===== src/inc/poer_pkg.sv =====
// Constants for the OTG event and accessory register bank
// Function
// Five rising-edge enables, bits 0-4, default one
// Five falling-edge enables, bits 0-4, default one
// Detach edges count only in host mode
// Control registers answer write, set, clear aliases
// Status shows live five monitored signals
// Status after reset follows real comparators
// Enabled edges set latch; reading clears it
// Debug shows line state, upper bits zero
// Scratch byte, reset zero, no side effects
// Link programs routing before accessory mode
// Data bit 1 high while receive route off
// Bit 2 routes transmit, bit 3 receive
// Bit 1 pulls ID pin low
// Bit 4 connects D- to left audio
// Bit 5 or 6 connects D+ to right
// UART data appears on enabled audio pins
// Software avoids UART routes with audio on
// Single-ended receivers off with any audio route
// Accessory mode bit set by link, device clears
// Edge during latch read stays latched
package poer_pkg;

  // ----------------------------------------------------------------
  // Register bus
  // ----------------------------------------------------------------
  localparam int          ADDR_W       = 6;
  localparam int          DATA_W       = 8;
  localparam logic [5:0]  IFC_ADDR     = 6'h07;
  localparam logic [5:0]  RISE_ADDR    = 6'h0D;
  localparam logic [5:0]  FALL_ADDR    = 6'h10;
  localparam logic [5:0]  STATUS_ADDR  = 6'h13;
  localparam logic [5:0]  LATCH_ADDR   = 6'h14;
  localparam logic [5:0]  DEBUG_ADDR   = 6'h15;
  localparam logic [5:0]  SCRATCH_ADDR = 6'h16;
  localparam logic [5:0]  ACC_ADDR     = 6'h19;
  localparam logic [1:0]  OP_WRITE     = 2'h0;
  localparam logic [1:0]  OP_SET       = 2'h1;
  localparam logic [1:0]  OP_CLEAR     = 2'h2;

  // ----------------------------------------------------------------
  // Reset values and field masks
  // ----------------------------------------------------------------
  localparam logic [7:0]  EDGE_EN_RST  = 8'h1F;
  localparam logic [7:0]  EDGE_MASK    = 8'h1F;
  localparam logic [7:0]  SCRATCH_RST  = 8'h00;
  localparam logic [7:0]  ACC_RST      = 8'h00;
  localparam logic [7:0]  ACC_MASK     = 8'h7E;
  localparam logic [7:0]  IFC_MASK     = 8'h04;
  localparam int          IFC_ACC_BIT  = 2;
  localparam int          ID_PULL_BIT  = 1;
  localparam int          TX_ROUTE_BIT = 2;
  localparam int          RX_ROUTE_BIT = 3;
  localparam int          LEFT_BIT     = 4;
  localparam int          RIGHT_BIT    = 5;
  localparam int          MIC_BIT      = 6;

  // ----------------------------------------------------------------
  // Synchronised input vector layout
  // ----------------------------------------------------------------
  localparam int          SIG_W        = 12;
  localparam int          SIG_DETACH   = 0;
  localparam int          SIG_HOST     = 5;
  localparam int          SIG_LCLK     = 6;
  localparam int          SIG_STOP     = 7;
  localparam int          SIG_DP       = 8;
  localparam int          SIG_DATA0    = 9;
  localparam int          SIG_LS       = 10;

endpackage


===== src/inc/poer_sig_if.sv =====
// Synchronised levels and edge pulses between sampler and register bank
`timescale 1ns/1ns
interface poer_sig_if;
  logic [poer_pkg::SIG_W-1:0] lvl;
  logic [poer_pkg::SIG_W-1:0] rise;
  logic [poer_pkg::SIG_W-1:0] fall;
  modport src (output lvl, output rise, output fall);
  modport dst (input lvl, input rise, input fall);
endinterface


===== src/design/poer_regs.sv =====
// OTG event registers and accessory routing control
`timescale 1ns/1ns
module poer_regs
(
  // Clock and reset
  input  wire logic                        clk,
  input  wire logic                        resetn,
  // Register port
  input  wire logic [poer_pkg::ADDR_W-1:0] addr,
  input  wire logic [poer_pkg::DATA_W-1:0] wdata,
  input  wire logic                        wr,
  input  wire logic                        rd,
  output logic      [poer_pkg::DATA_W-1:0] rdata,
  // OTG comparators and mode
  input  wire logic                        detach_in,
  input  wire logic                        bus_power_ok_in,
  input  wire logic                        session_power_ok,
  input  wire logic                        session_power_gone,
  input  wire logic                        otg_id_low,
  input  wire logic                        host_mode,
  input  wire logic [1:0]                  line_state,
  // Link pins
  input  wire logic                        link_clk,
  input  wire logic                        link_stop,
  input  wire logic                        data0_in,
  output logic                             data1_out,
  output logic                             data1_oen,
  // USB lines
  input  wire logic                        dp_in,
  output logic                             dm_out,
  output logic                             dm_oen,
  output logic                             se_rx_en,
  // Accessory switches
  output logic                             otg_id_pull_low,
  output logic                             left_audio_route,
  output logic                             right_mono_route,
  output logic                             left_audio_pin,
  output logic                             right_mono_pin,
  output logic                             accessory_port_select
);

  // ----------------------------------------------------------------
  // Input synchronisation
  // ----------------------------------------------------------------
  poer_sig_if sig ();

  wire logic [poer_pkg::SIG_W-1:0] raw_in = {line_state, data0_in, dp_in, link_stop,
                                             link_clk, host_mode, otg_id_low,
                                             session_power_gone, session_power_ok,
                                             bus_power_ok_in, detach_in};

  poer_sync_edge u_sync
  (
    .clk    (clk),
    .resetn (resetn),
    .raw    (raw_in),
    .sig    (sig)
  );

  // ----------------------------------------------------------------
  // Registers
  // ----------------------------------------------------------------
  logic [7:0] rise_en;
  logic [7:0] fall_en;
  logic [7:0] latch;
  logic [7:0] scratch;
  logic [7:0] acc;
  logic [7:0] ifc;

  // ----------------------------------------------------------------
  // Alias update
  // ----------------------------------------------------------------
  function automatic logic [7:0] poer_upd(input logic [7:0] old, input logic [7:0] wd,
                                          input logic [1:0] op);
    logic [7:0] res;
    res = old;
    case (op)
      poer_pkg::OP_WRITE: res = wd;
      poer_pkg::OP_SET:   res = old | wd;
      poer_pkg::OP_CLEAR: res = old & ~wd;
      default:            res = old;
    endcase
    return res;
  endfunction

  // ----------------------------------------------------------------
  // Address decode
  // ----------------------------------------------------------------
  wire logic [5:0] off_rise = addr - poer_pkg::RISE_ADDR;
  wire logic [5:0] off_fall = addr - poer_pkg::FALL_ADDR;
  wire logic [5:0] off_scr  = addr - poer_pkg::SCRATCH_ADDR;
  wire logic [5:0] off_acc  = addr - poer_pkg::ACC_ADDR;
  wire logic [5:0] off_ifc  = addr - poer_pkg::IFC_ADDR;
  wire logic       in_rise  = (addr >= poer_pkg::RISE_ADDR) && (off_rise < 6'h03);
  wire logic       in_fall  = (addr >= poer_pkg::FALL_ADDR) && (off_fall < 6'h03);
  wire logic       in_scr   = (addr >= poer_pkg::SCRATCH_ADDR) && (off_scr < 6'h03);
  wire logic       in_acc   = (addr >= poer_pkg::ACC_ADDR) && (off_acc < 6'h03);
  wire logic       in_ifc   = (addr >= poer_pkg::IFC_ADDR) && (off_ifc < 6'h03);
  wire logic       rd_latch = rd && (addr == poer_pkg::LATCH_ADDR);

  // ----------------------------------------------------------------
  // Next register values
  // ----------------------------------------------------------------
  wire logic [7:0] next_rise_en = (wr && in_rise)
                                ? poer_upd(rise_en, wdata, off_rise[1:0]) & poer_pkg::EDGE_MASK
                                : rise_en;
  wire logic [7:0] next_fall_en = (wr && in_fall)
                                ? poer_upd(fall_en, wdata, off_fall[1:0]) & poer_pkg::EDGE_MASK
                                : fall_en;
  wire logic [7:0] next_scratch = (wr && in_scr)
                                ? poer_upd(scratch, wdata, off_scr[1:0])
                                : scratch;
  wire logic [7:0] next_acc     = (wr && in_acc)
                                ? poer_upd(acc, wdata, off_acc[1:0]) & poer_pkg::ACC_MASK
                                : acc;

  // ----------------------------------------------------------------
  // Edge events
  // ----------------------------------------------------------------
  wire logic [7:0] host_gate = {7'h7F, sig.lvl[poer_pkg::SIG_HOST]};
  wire logic [7:0] rise_evt  = {3'h0, sig.rise[4:0]} & rise_en & host_gate;
  wire logic [7:0] fall_evt  = {3'h0, sig.fall[4:0]} & fall_en & host_gate;
  wire logic [7:0] evt       = rise_evt | fall_evt;
  wire logic [7:0] next_latch = (rd_latch ? 8'h00 : latch) | evt;

  // ----------------------------------------------------------------
  // Accessory mode exit on a stop seen at a link clock edge
  // ----------------------------------------------------------------
  wire logic       acc_exit = sig.rise[poer_pkg::SIG_LCLK] && sig.lvl[poer_pkg::SIG_STOP];
  wire logic [7:0] ifc_sw   = (wr && in_ifc)
                            ? poer_upd(ifc, wdata, off_ifc[1:0]) & poer_pkg::IFC_MASK
                            : ifc;
  wire logic       ifc_keep = (wr && in_ifc) ? ifc_sw[poer_pkg::IFC_ACC_BIT] : 1'b0;
  wire logic [7:0] next_ifc = (acc_exit && !ifc_keep)
                            ? (ifc_sw & ~poer_pkg::IFC_MASK)
                            : ifc_sw;

  always_ff @(posedge clk or negedge resetn)
  begin
    if (!resetn)
    begin
      rise_en <= poer_pkg::EDGE_EN_RST;
      fall_en <= poer_pkg::EDGE_EN_RST;
      latch   <= 8'h00;
      scratch <= poer_pkg::SCRATCH_RST;
      acc     <= poer_pkg::ACC_RST;
      ifc     <= 8'h00;
    end
    else
    begin
      rise_en <= next_rise_en;
      fall_en <= next_fall_en;
      latch   <= next_latch;
      scratch <= next_scratch;
      acc     <= next_acc;
      ifc     <= next_ifc;
    end
  end

  // ----------------------------------------------------------------
  // Read mux
  // ----------------------------------------------------------------
  logic [7:0] rd_mux;

  always_comb
  begin
    rd_mux = 8'h00;
    if (in_rise)
      rd_mux = rise_en;
    else if (in_fall)
      rd_mux = fall_en;
    else if (addr == poer_pkg::STATUS_ADDR)
      rd_mux = {3'h0, sig.lvl[4:0]};
    else if (addr == poer_pkg::LATCH_ADDR)
      rd_mux = latch;
    else if (addr == poer_pkg::DEBUG_ADDR)
      rd_mux = {6'h00, sig.lvl[poer_pkg::SIG_LS +: 2]};
    else if (in_scr)
      rd_mux = scratch;
    else if (in_acc)
      rd_mux = acc;
    else if (in_ifc)
      rd_mux = ifc;
  end

  wire logic [7:0] next_rdata = rd ? rd_mux : 8'h00;

  always_ff @(posedge clk or negedge resetn)
  begin
    if (!resetn)
      rdata <= 8'h00;
    else
      rdata <= next_rdata;
  end

  // ----------------------------------------------------------------
  // Routing
  // ----------------------------------------------------------------
  wire logic acc_on    = ifc[poer_pkg::IFC_ACC_BIT];
  wire logic tx_route  = acc[poer_pkg::TX_ROUTE_BIT];
  wire logic rx_route  = acc[poer_pkg::RX_ROUTE_BIT];
  wire logic left_sw   = acc[poer_pkg::LEFT_BIT];
  wire logic right_sw  = acc[poer_pkg::RIGHT_BIT] | acc[poer_pkg::MIC_BIT];
  wire logic dp_lvl    = sig.lvl[poer_pkg::SIG_DP];
  wire logic d0_lvl    = sig.lvl[poer_pkg::SIG_DATA0];

  wire logic next_data1_out  = rx_route ? dp_lvl : 1'b1;
  wire logic next_data1_oen  = !acc_on;
  wire logic next_dm_out     = tx_route ? d0_lvl : 1'b0;
  wire logic next_dm_oen     = !(acc_on && tx_route);
  wire logic next_se_rx_en   = !(left_sw || right_sw);
  wire logic next_left_pin   = left_sw && acc_on && tx_route && d0_lvl;
  wire logic next_right_pin  = right_sw && acc_on && rx_route && dp_lvl;

  always_ff @(posedge clk or negedge resetn)
  begin
    if (!resetn)
    begin
      data1_out        <= 1'b1;
      data1_oen        <= 1'b1;
      dm_out           <= 1'b0;
      dm_oen           <= 1'b1;
      se_rx_en         <= 1'b1;
      otg_id_pull_low  <= 1'b0;
      left_audio_route <= 1'b0;
      right_mono_route <= 1'b0;
      left_audio_pin   <= 1'b0;
      right_mono_pin   <= 1'b0;
    end
    else
    begin
      data1_out        <= next_data1_out;
      data1_oen        <= next_data1_oen;
      dm_out           <= next_dm_out;
      dm_oen           <= next_dm_oen;
      se_rx_en         <= next_se_rx_en;
      otg_id_pull_low  <= acc[poer_pkg::ID_PULL_BIT];
      left_audio_route <= left_sw;
      right_mono_route <= right_sw;
      left_audio_pin   <= next_left_pin;
      right_mono_pin   <= next_right_pin;
    end
  end

  assign accessory_port_select = acc_on;
endmodule // poer_regs


===== src/design/poer_sync_edge.sv =====
// Two-stage synchronisers with edge detection for all pin inputs
`timescale 1ns/1ns
module poer_sync_edge
(
  // Clock and reset
  input  wire logic                       clk,
  input  wire logic                       resetn,
  // Raw pins
  input  wire logic [poer_pkg::SIG_W-1:0] raw,
  // Synchronised outputs
  poer_sig_if.src                         sig
);

  logic [poer_pkg::SIG_W-1:0] meta;
  logic [poer_pkg::SIG_W-1:0] sync;
  logic [poer_pkg::SIG_W-1:0] prev;
  logic [2:0]                 warm;

  // ----------------------------------------------------------------
  // Synchroniser chain
  // ----------------------------------------------------------------
  always_ff @(posedge clk or negedge resetn)
  begin
    if (!resetn)
    begin
      meta <= '0;
      sync <= '0;
      prev <= '0;
      warm <= 3'h0;
    end
    else
    begin
      meta <= raw;
      sync <= meta;
      prev <= sync;
      warm <= {warm[1:0], 1'b1};
    end
  end

  // ----------------------------------------------------------------
  // Levels and edges
  // ----------------------------------------------------------------
  // Edges held off until prev holds a real sample: no false edge after reset
  wire logic [poer_pkg::SIG_W-1:0] armed = {poer_pkg::SIG_W{warm[2]}};

  assign sig.lvl  = sync;
  assign sig.rise = sync & ~prev & armed;
  assign sig.fall = ~sync & prev & armed;

endmodule // poer_sync_edge


===== config.mk =====
export PLATFORM = sky130hd
export DESIGN_NAME = poer_regs
export DESIGN_NICKNAME = d
export VERILOG_FILES = /design/src/inc/poer_pkg.sv /design/src/inc/poer_sig_if.sv /design/src/design/poer_regs.sv /design/src/design/poer_sync_edge.sv
export SDC_FILE = /design/constraint.sdc
export NUM_CORES = 1
export LEC_CHECK = 0
export ABC_AREA = 1
export BUFFER_PORTS_ARGS = -buffer_cell sky130_fd_sc_hd__buf_4
export CAP_MARGIN = 25
export CELL_PAD_IN_SITES_DETAIL_PLACEMENT = 1
export CELL_PAD_IN_SITES_GLOBAL_PLACEMENT = 2
export CORE_ASPECT_RATIO = 0.75
export CORE_MARGIN = 5
export CORE_UTILIZATION = 38
export CTS_CLUSTER_DIAMETER = 50
export DETAILED_ROUTE_END_ITERATION = 10
export GPL_ROUTABILITY_DRIVEN = 0
export PLACE_DENSITY = 0.88
export RECOVER_POWER = 100
export SKIP_CTS_REPAIR_TIMING = 1
export SYNTH_ARGS = -nofsm -noshare
export SYNTH_HDL_FRONTEND = slang
export SYNTH_HIERARCHICAL = 1
export SYNTH_SLANG_ARGS = --single-unit

===== constraint.sdc =====
create_clock -name clk -period 1.5 [get_ports clk]
set_clock_uncertainty 0.05 [all_clocks]
set_input_delay 0 -clock clk [delete_from_list [all_inputs] [get_ports clk]]
set_output_delay 0 -clock clk [all_outputs]
set_load 0.02 [all_outputs]

# == After elaboration in Yosys (flattened, before gate mapping) ==
# Index checks and enable logic that the tools add are counted.
# totals
inputBits,30
latch_bits,0
ram_bits,0
output_inout_bits,19
n_memories,0
reg_bits,92
romBits,0
# classes
addsub,5
shift,0
div_mod_pow,0
bitwise_logic,24
eq_ne,13
multipliers,0
order_cmp,10
reduce_logical,38
n_mux,20
# op_table
operator,n
2-to-1 mux 8 bit,11
AND 5 bit,6
"less-than comparator 6 x 2 -> 1 bit, second input constant",5
one-hot mux 5 bit (3 select lines),2
bitwise OR 8 bit,3
one-hot mux 8 bit (3 select lines),1
AND 7 bit,3
one-hot mux 7 bit (3 select lines),1
logical AND 1 bit,20
"equality test 6 x 5 -> 1 bit, second input constant",3
">= comparator 6 x 5 -> 1 bit, second input constant",3
"subtractor 6 x 5 -> 6 bit, second input constant",3
AND 5 x 8 -> 8 bit,2
nonzero test 3 bit,4
"equality test 2 x 1 -> 1 bit, second input constant",5
"equality test 2 bit, second input constant",5
logical NOT 2 bit,5
bitwise OR 5 bit,2
one-hot mux 3 bit (3 select lines),1
AND 8 bit,1
inverter 8 bit,1
AND reduction 2 bit,4
inverter 7 bit,1
bitwise OR 7 bit,1
other kinds (12),17

# == Longest topological paths before layout ==
# depth
word_depth,12
mapped_depth,14
mapped_depth_nobuf,14

# == By module ==
# Netlist, hierarchy kept.
# modules_own_cells
mod,cells_each,instances,area_each_um2
poer_regs,381,1,2901.5
poer_sync_edge,90,1,1187.4

# == Worst setup path before layout ==
# No wires, ideal clock.
# synth_path
path_kind,input to register
start,input port addr[1] (netlist name)
end,register scratch[7]
slack_ns,-0.003
arrival_ns,1.323
n_path_buf,1
path_stages,9
path_cell_list,inv_1 ha_1 nor2_1 nand3_1 nor2_2 nand2_4 nor3_4 buf_6 o21ai_0
# synth_via
elab_chain_cells,5
word_cells_on_any_way,11
# synth_lines
element,line_no,text
start: declaration,poer_regs.sv:9,"input wire logic [poer_pkg::ADDR_W-1:0] addr,"
subtractor 6 x 5 -> 6 bit,poer_regs.sv:91,wire logic [5:0] off_scr = addr - poer_pkg::SCRATCH_ADDR;
less-than comparator 6 x 2 -> 1 bit,poer_regs.sv:96,wire logic in_scr = (addr >= poer_pkg::SCRATCH_ADDR) && (off_scr < 6'h03);
logical AND 1 bit,poer_regs.sv:96,
logical AND 1 bit,poer_regs.sv:110,wire logic [7:0] next_scratch = (wr && in_scr)
AND reduction 2 bit (no line),--,
end signal: assignment,poer_regs.sv:145,scratch <= poer_pkg::SCRATCH_RST;
end signal: assignment,poer_regs.sv:154,scratch <= next_scratch;
end: declaration,poer_regs.sv:66,logic [7:0] scratch;
# Several ways; a longest one is shown, not always the timed one.
# A chain may end at the register's enable or synchronous reset.

# == Final worst setup path ==
# layout_path
start,input port addr[1] (netlist name)
end,register acc[5]
# layout_via
elab_chain_cells,5
word_cells_on_any_way,11
# layout_lines
element,line_no,text
subtractor 6 x 5 -> 6 bit,poer_regs.sv:92,wire logic [5:0] off_acc = addr - poer_pkg::ACC_ADDR;
less-than comparator 6 x 2 -> 1 bit,poer_regs.sv:97,wire logic in_acc = (addr >= poer_pkg::ACC_ADDR) && (off_acc < 6'h03);
logical AND 1 bit,poer_regs.sv:97,
logical AND 1 bit,poer_regs.sv:113,wire logic [7:0] next_acc = (wr && in_acc)
AND reduction 2 bit (no line),--,
end signal: assignment,poer_regs.sv:146,acc <= poer_pkg::ACC_RST;
end signal: assignment,poer_regs.sv:155,acc <= next_acc;
end: declaration,poer_regs.sv:67,logic [7:0] acc;
# Several ways; a longest one is shown, not always the timed one.

==> results.ini <==
[clock_tree]
numClockSinks=81
cts_tree=built
cts_root_buf=clkbuf_16
clockBufferDepth=2
cts.clk_slew.worst_paths_ns=0.06
cts_made_buffers=9
cts_htree_levels=3
clock_latency_ns=0.34

[floorplanning]
dieArea_um2=12200
start_util_pct=39.2
num_io_pins=49
fp.dieH_um=97.0
core-area_um2=9770
die_width_um=126
fp-row-count=31

[route]
vias=3607
wl_mm=12.5
dr.pass1.iters=5
ant_nets=0
drcViolationCount=0
viasPerCell=5.11
post_drt_wl_per_cell_um=17.7
drtIter0Drc=226

[worst_setup_path]
start_kind=primary input
criticalPathCategory=primary input to register
critPathMaxFanout=6
cp.required_ns=1.66
end_kind=register
arrival_ns=1.60

[grt]
track_usage_pct=20.3
grt_max_degree=36
grt_pass1_wl_mm=19.7
grt_pass1_vias=3695
grt_overflow_total=0
antenna_found_initial=0

[hold_path]
hp-class=primary input to register

[pwr]
ir_drop_uv=723
power.density_nw_per_um2=1220
finalPower_uw=6450
leakage_uw=0.00256

[synth]
synth.cell_area_um2=3840
synth_fp_nets=481
syn_area_per_cell_um2=8.74
synth_cells=439
yosysWarnings=6

[timing]
tns_ns=0
rsz0062_at_grt=yes
slew_headroom_pct=40.6
fin_crit_sh_pct=96.2
hold_ws_ns=0.206
worst_slew_pin_slew_ns=0.891
period_needed_ns=1.44
slew_violations=0
fmax_mhz=693
setup-violations-final=0
finalHoldViolations=0

[placement]
dp.final_hpwl_mm=9.13
placed_cells=662
port_buffers=48

[final_layout]
n_fill_cell=1176
multi_input_area_um2=1560
fin_cells=706
area_growth_pct=38.3
final_nets=611
diodes=0
ff_latch_area_um2=2040
drive_above_1_share_pct=25.6

[outcome]
status=finished, final reports clean

[job]
max-cap-violations=0

## area by class of cell
type / count / area share, %
sequential: 81 / 38.5
clock inverter: 6 / 2.03
tap: 132 / 3.11
inverter: 63 / 4.53
clock buffer: 10 / 4.32
timing repair buffer: 127 / 18.1
multi-input combinational: 287 / 29.4
## power by group
part           switching (µW)  total [µW]  internal (µW)
logic                     722        1160            439
clock network             869        2490           1620
registers                 222        2800           2580
total                    1810        6450           4640
## per-stage QoR
step                      cell area [µm²]  util (%)  worst slack [ns]
after floorplan                      3840         -            0.0277
after global placement               4720      48.3            -0.280
after detailed placement             4720      48.3            -0.334
after CTS                            5050      51.7          -0.00513
after global routing                 5310      54.3           -0.0856
final                                5310      54.3            0.0573
## metal layers
| layer | part of all wire, % | track usage (%) | vias up |
|---|---|---|---|
| met5 | 0 | 0 | - |
| met4 | 2.0 | 5.85 | 0 |
| met3 | 4.7 | 4.68 | 24 |
| met2 | 46 | 31.3 | 106 |
| met1 | 47 | 28.6 | 1789 |
| li1 | - | - | 1688 |
## flip-flops by register name, indices dropped and copies added (netlist names), 3 cells and up
register and flops:
u_sync/warm 3, u_sync/prev 6, u_sync/meta 12, acc 6, latch 5, rdata 8, u_sync/sig.lvl 12, rise_en 5
scratch 8, fall_en 5
## cell usage in the layout, fill, tap and decap left out, types with 4 or more instances in the layout
cell type,instances
nand2_1,88
dfrtp_1,67
buf_4,66
inv_1,57
nor2_1,40
o21ai_0,35
a21oi_1,29
dlygate4sd3_1,23
nand3_1,20
clkbuf_1,20
dfstp_2,14
clkbuf_4,12
ha_1,10
clkbuf_16,9
o21ai_1,8
a22oi_1,6
o31ai_1,6
inv_2,5
nand3_2,5
nor2_2,4
nor2_4,4
nor3_1,4
nand4_1,4
buf_6,4
## final timing paths
path | from | endpoint | slack [ns] | cells after the start
worst max-delay path | addr[1] | acc[5] | 0.06 | 12
worst min-delay path | addr[4] | ifc[2] | 0.21 | 7
worst max register to register | scratch[2] | rdata[2] | 0.32 | 8
worst min register to register | u_sync/meta[4] | u_sync/sig.lvl[4] | 0.30 | 0
max in group asynchronous | resetn | u_sync/sig.lvl[3] | 0.25 | 3
min in group asynchronous | resetn | acc[2] | 0.27 | 2
## worst max-delay path, cell delays in order
cell	delay, ns
buf_4	0.12
clkinvlp_4	0.16
buf_4	0.18
ha_1	0.20
nand2_2	0.10
nand2_1	0.07
nand2_2	0.09
nand3_4	0.12
nor3_4	0.22
inv_2	0.11
o21ai_1	0.13
o21ai_1	0.09
No activity file was read; power rests on OpenSTA's default activity.
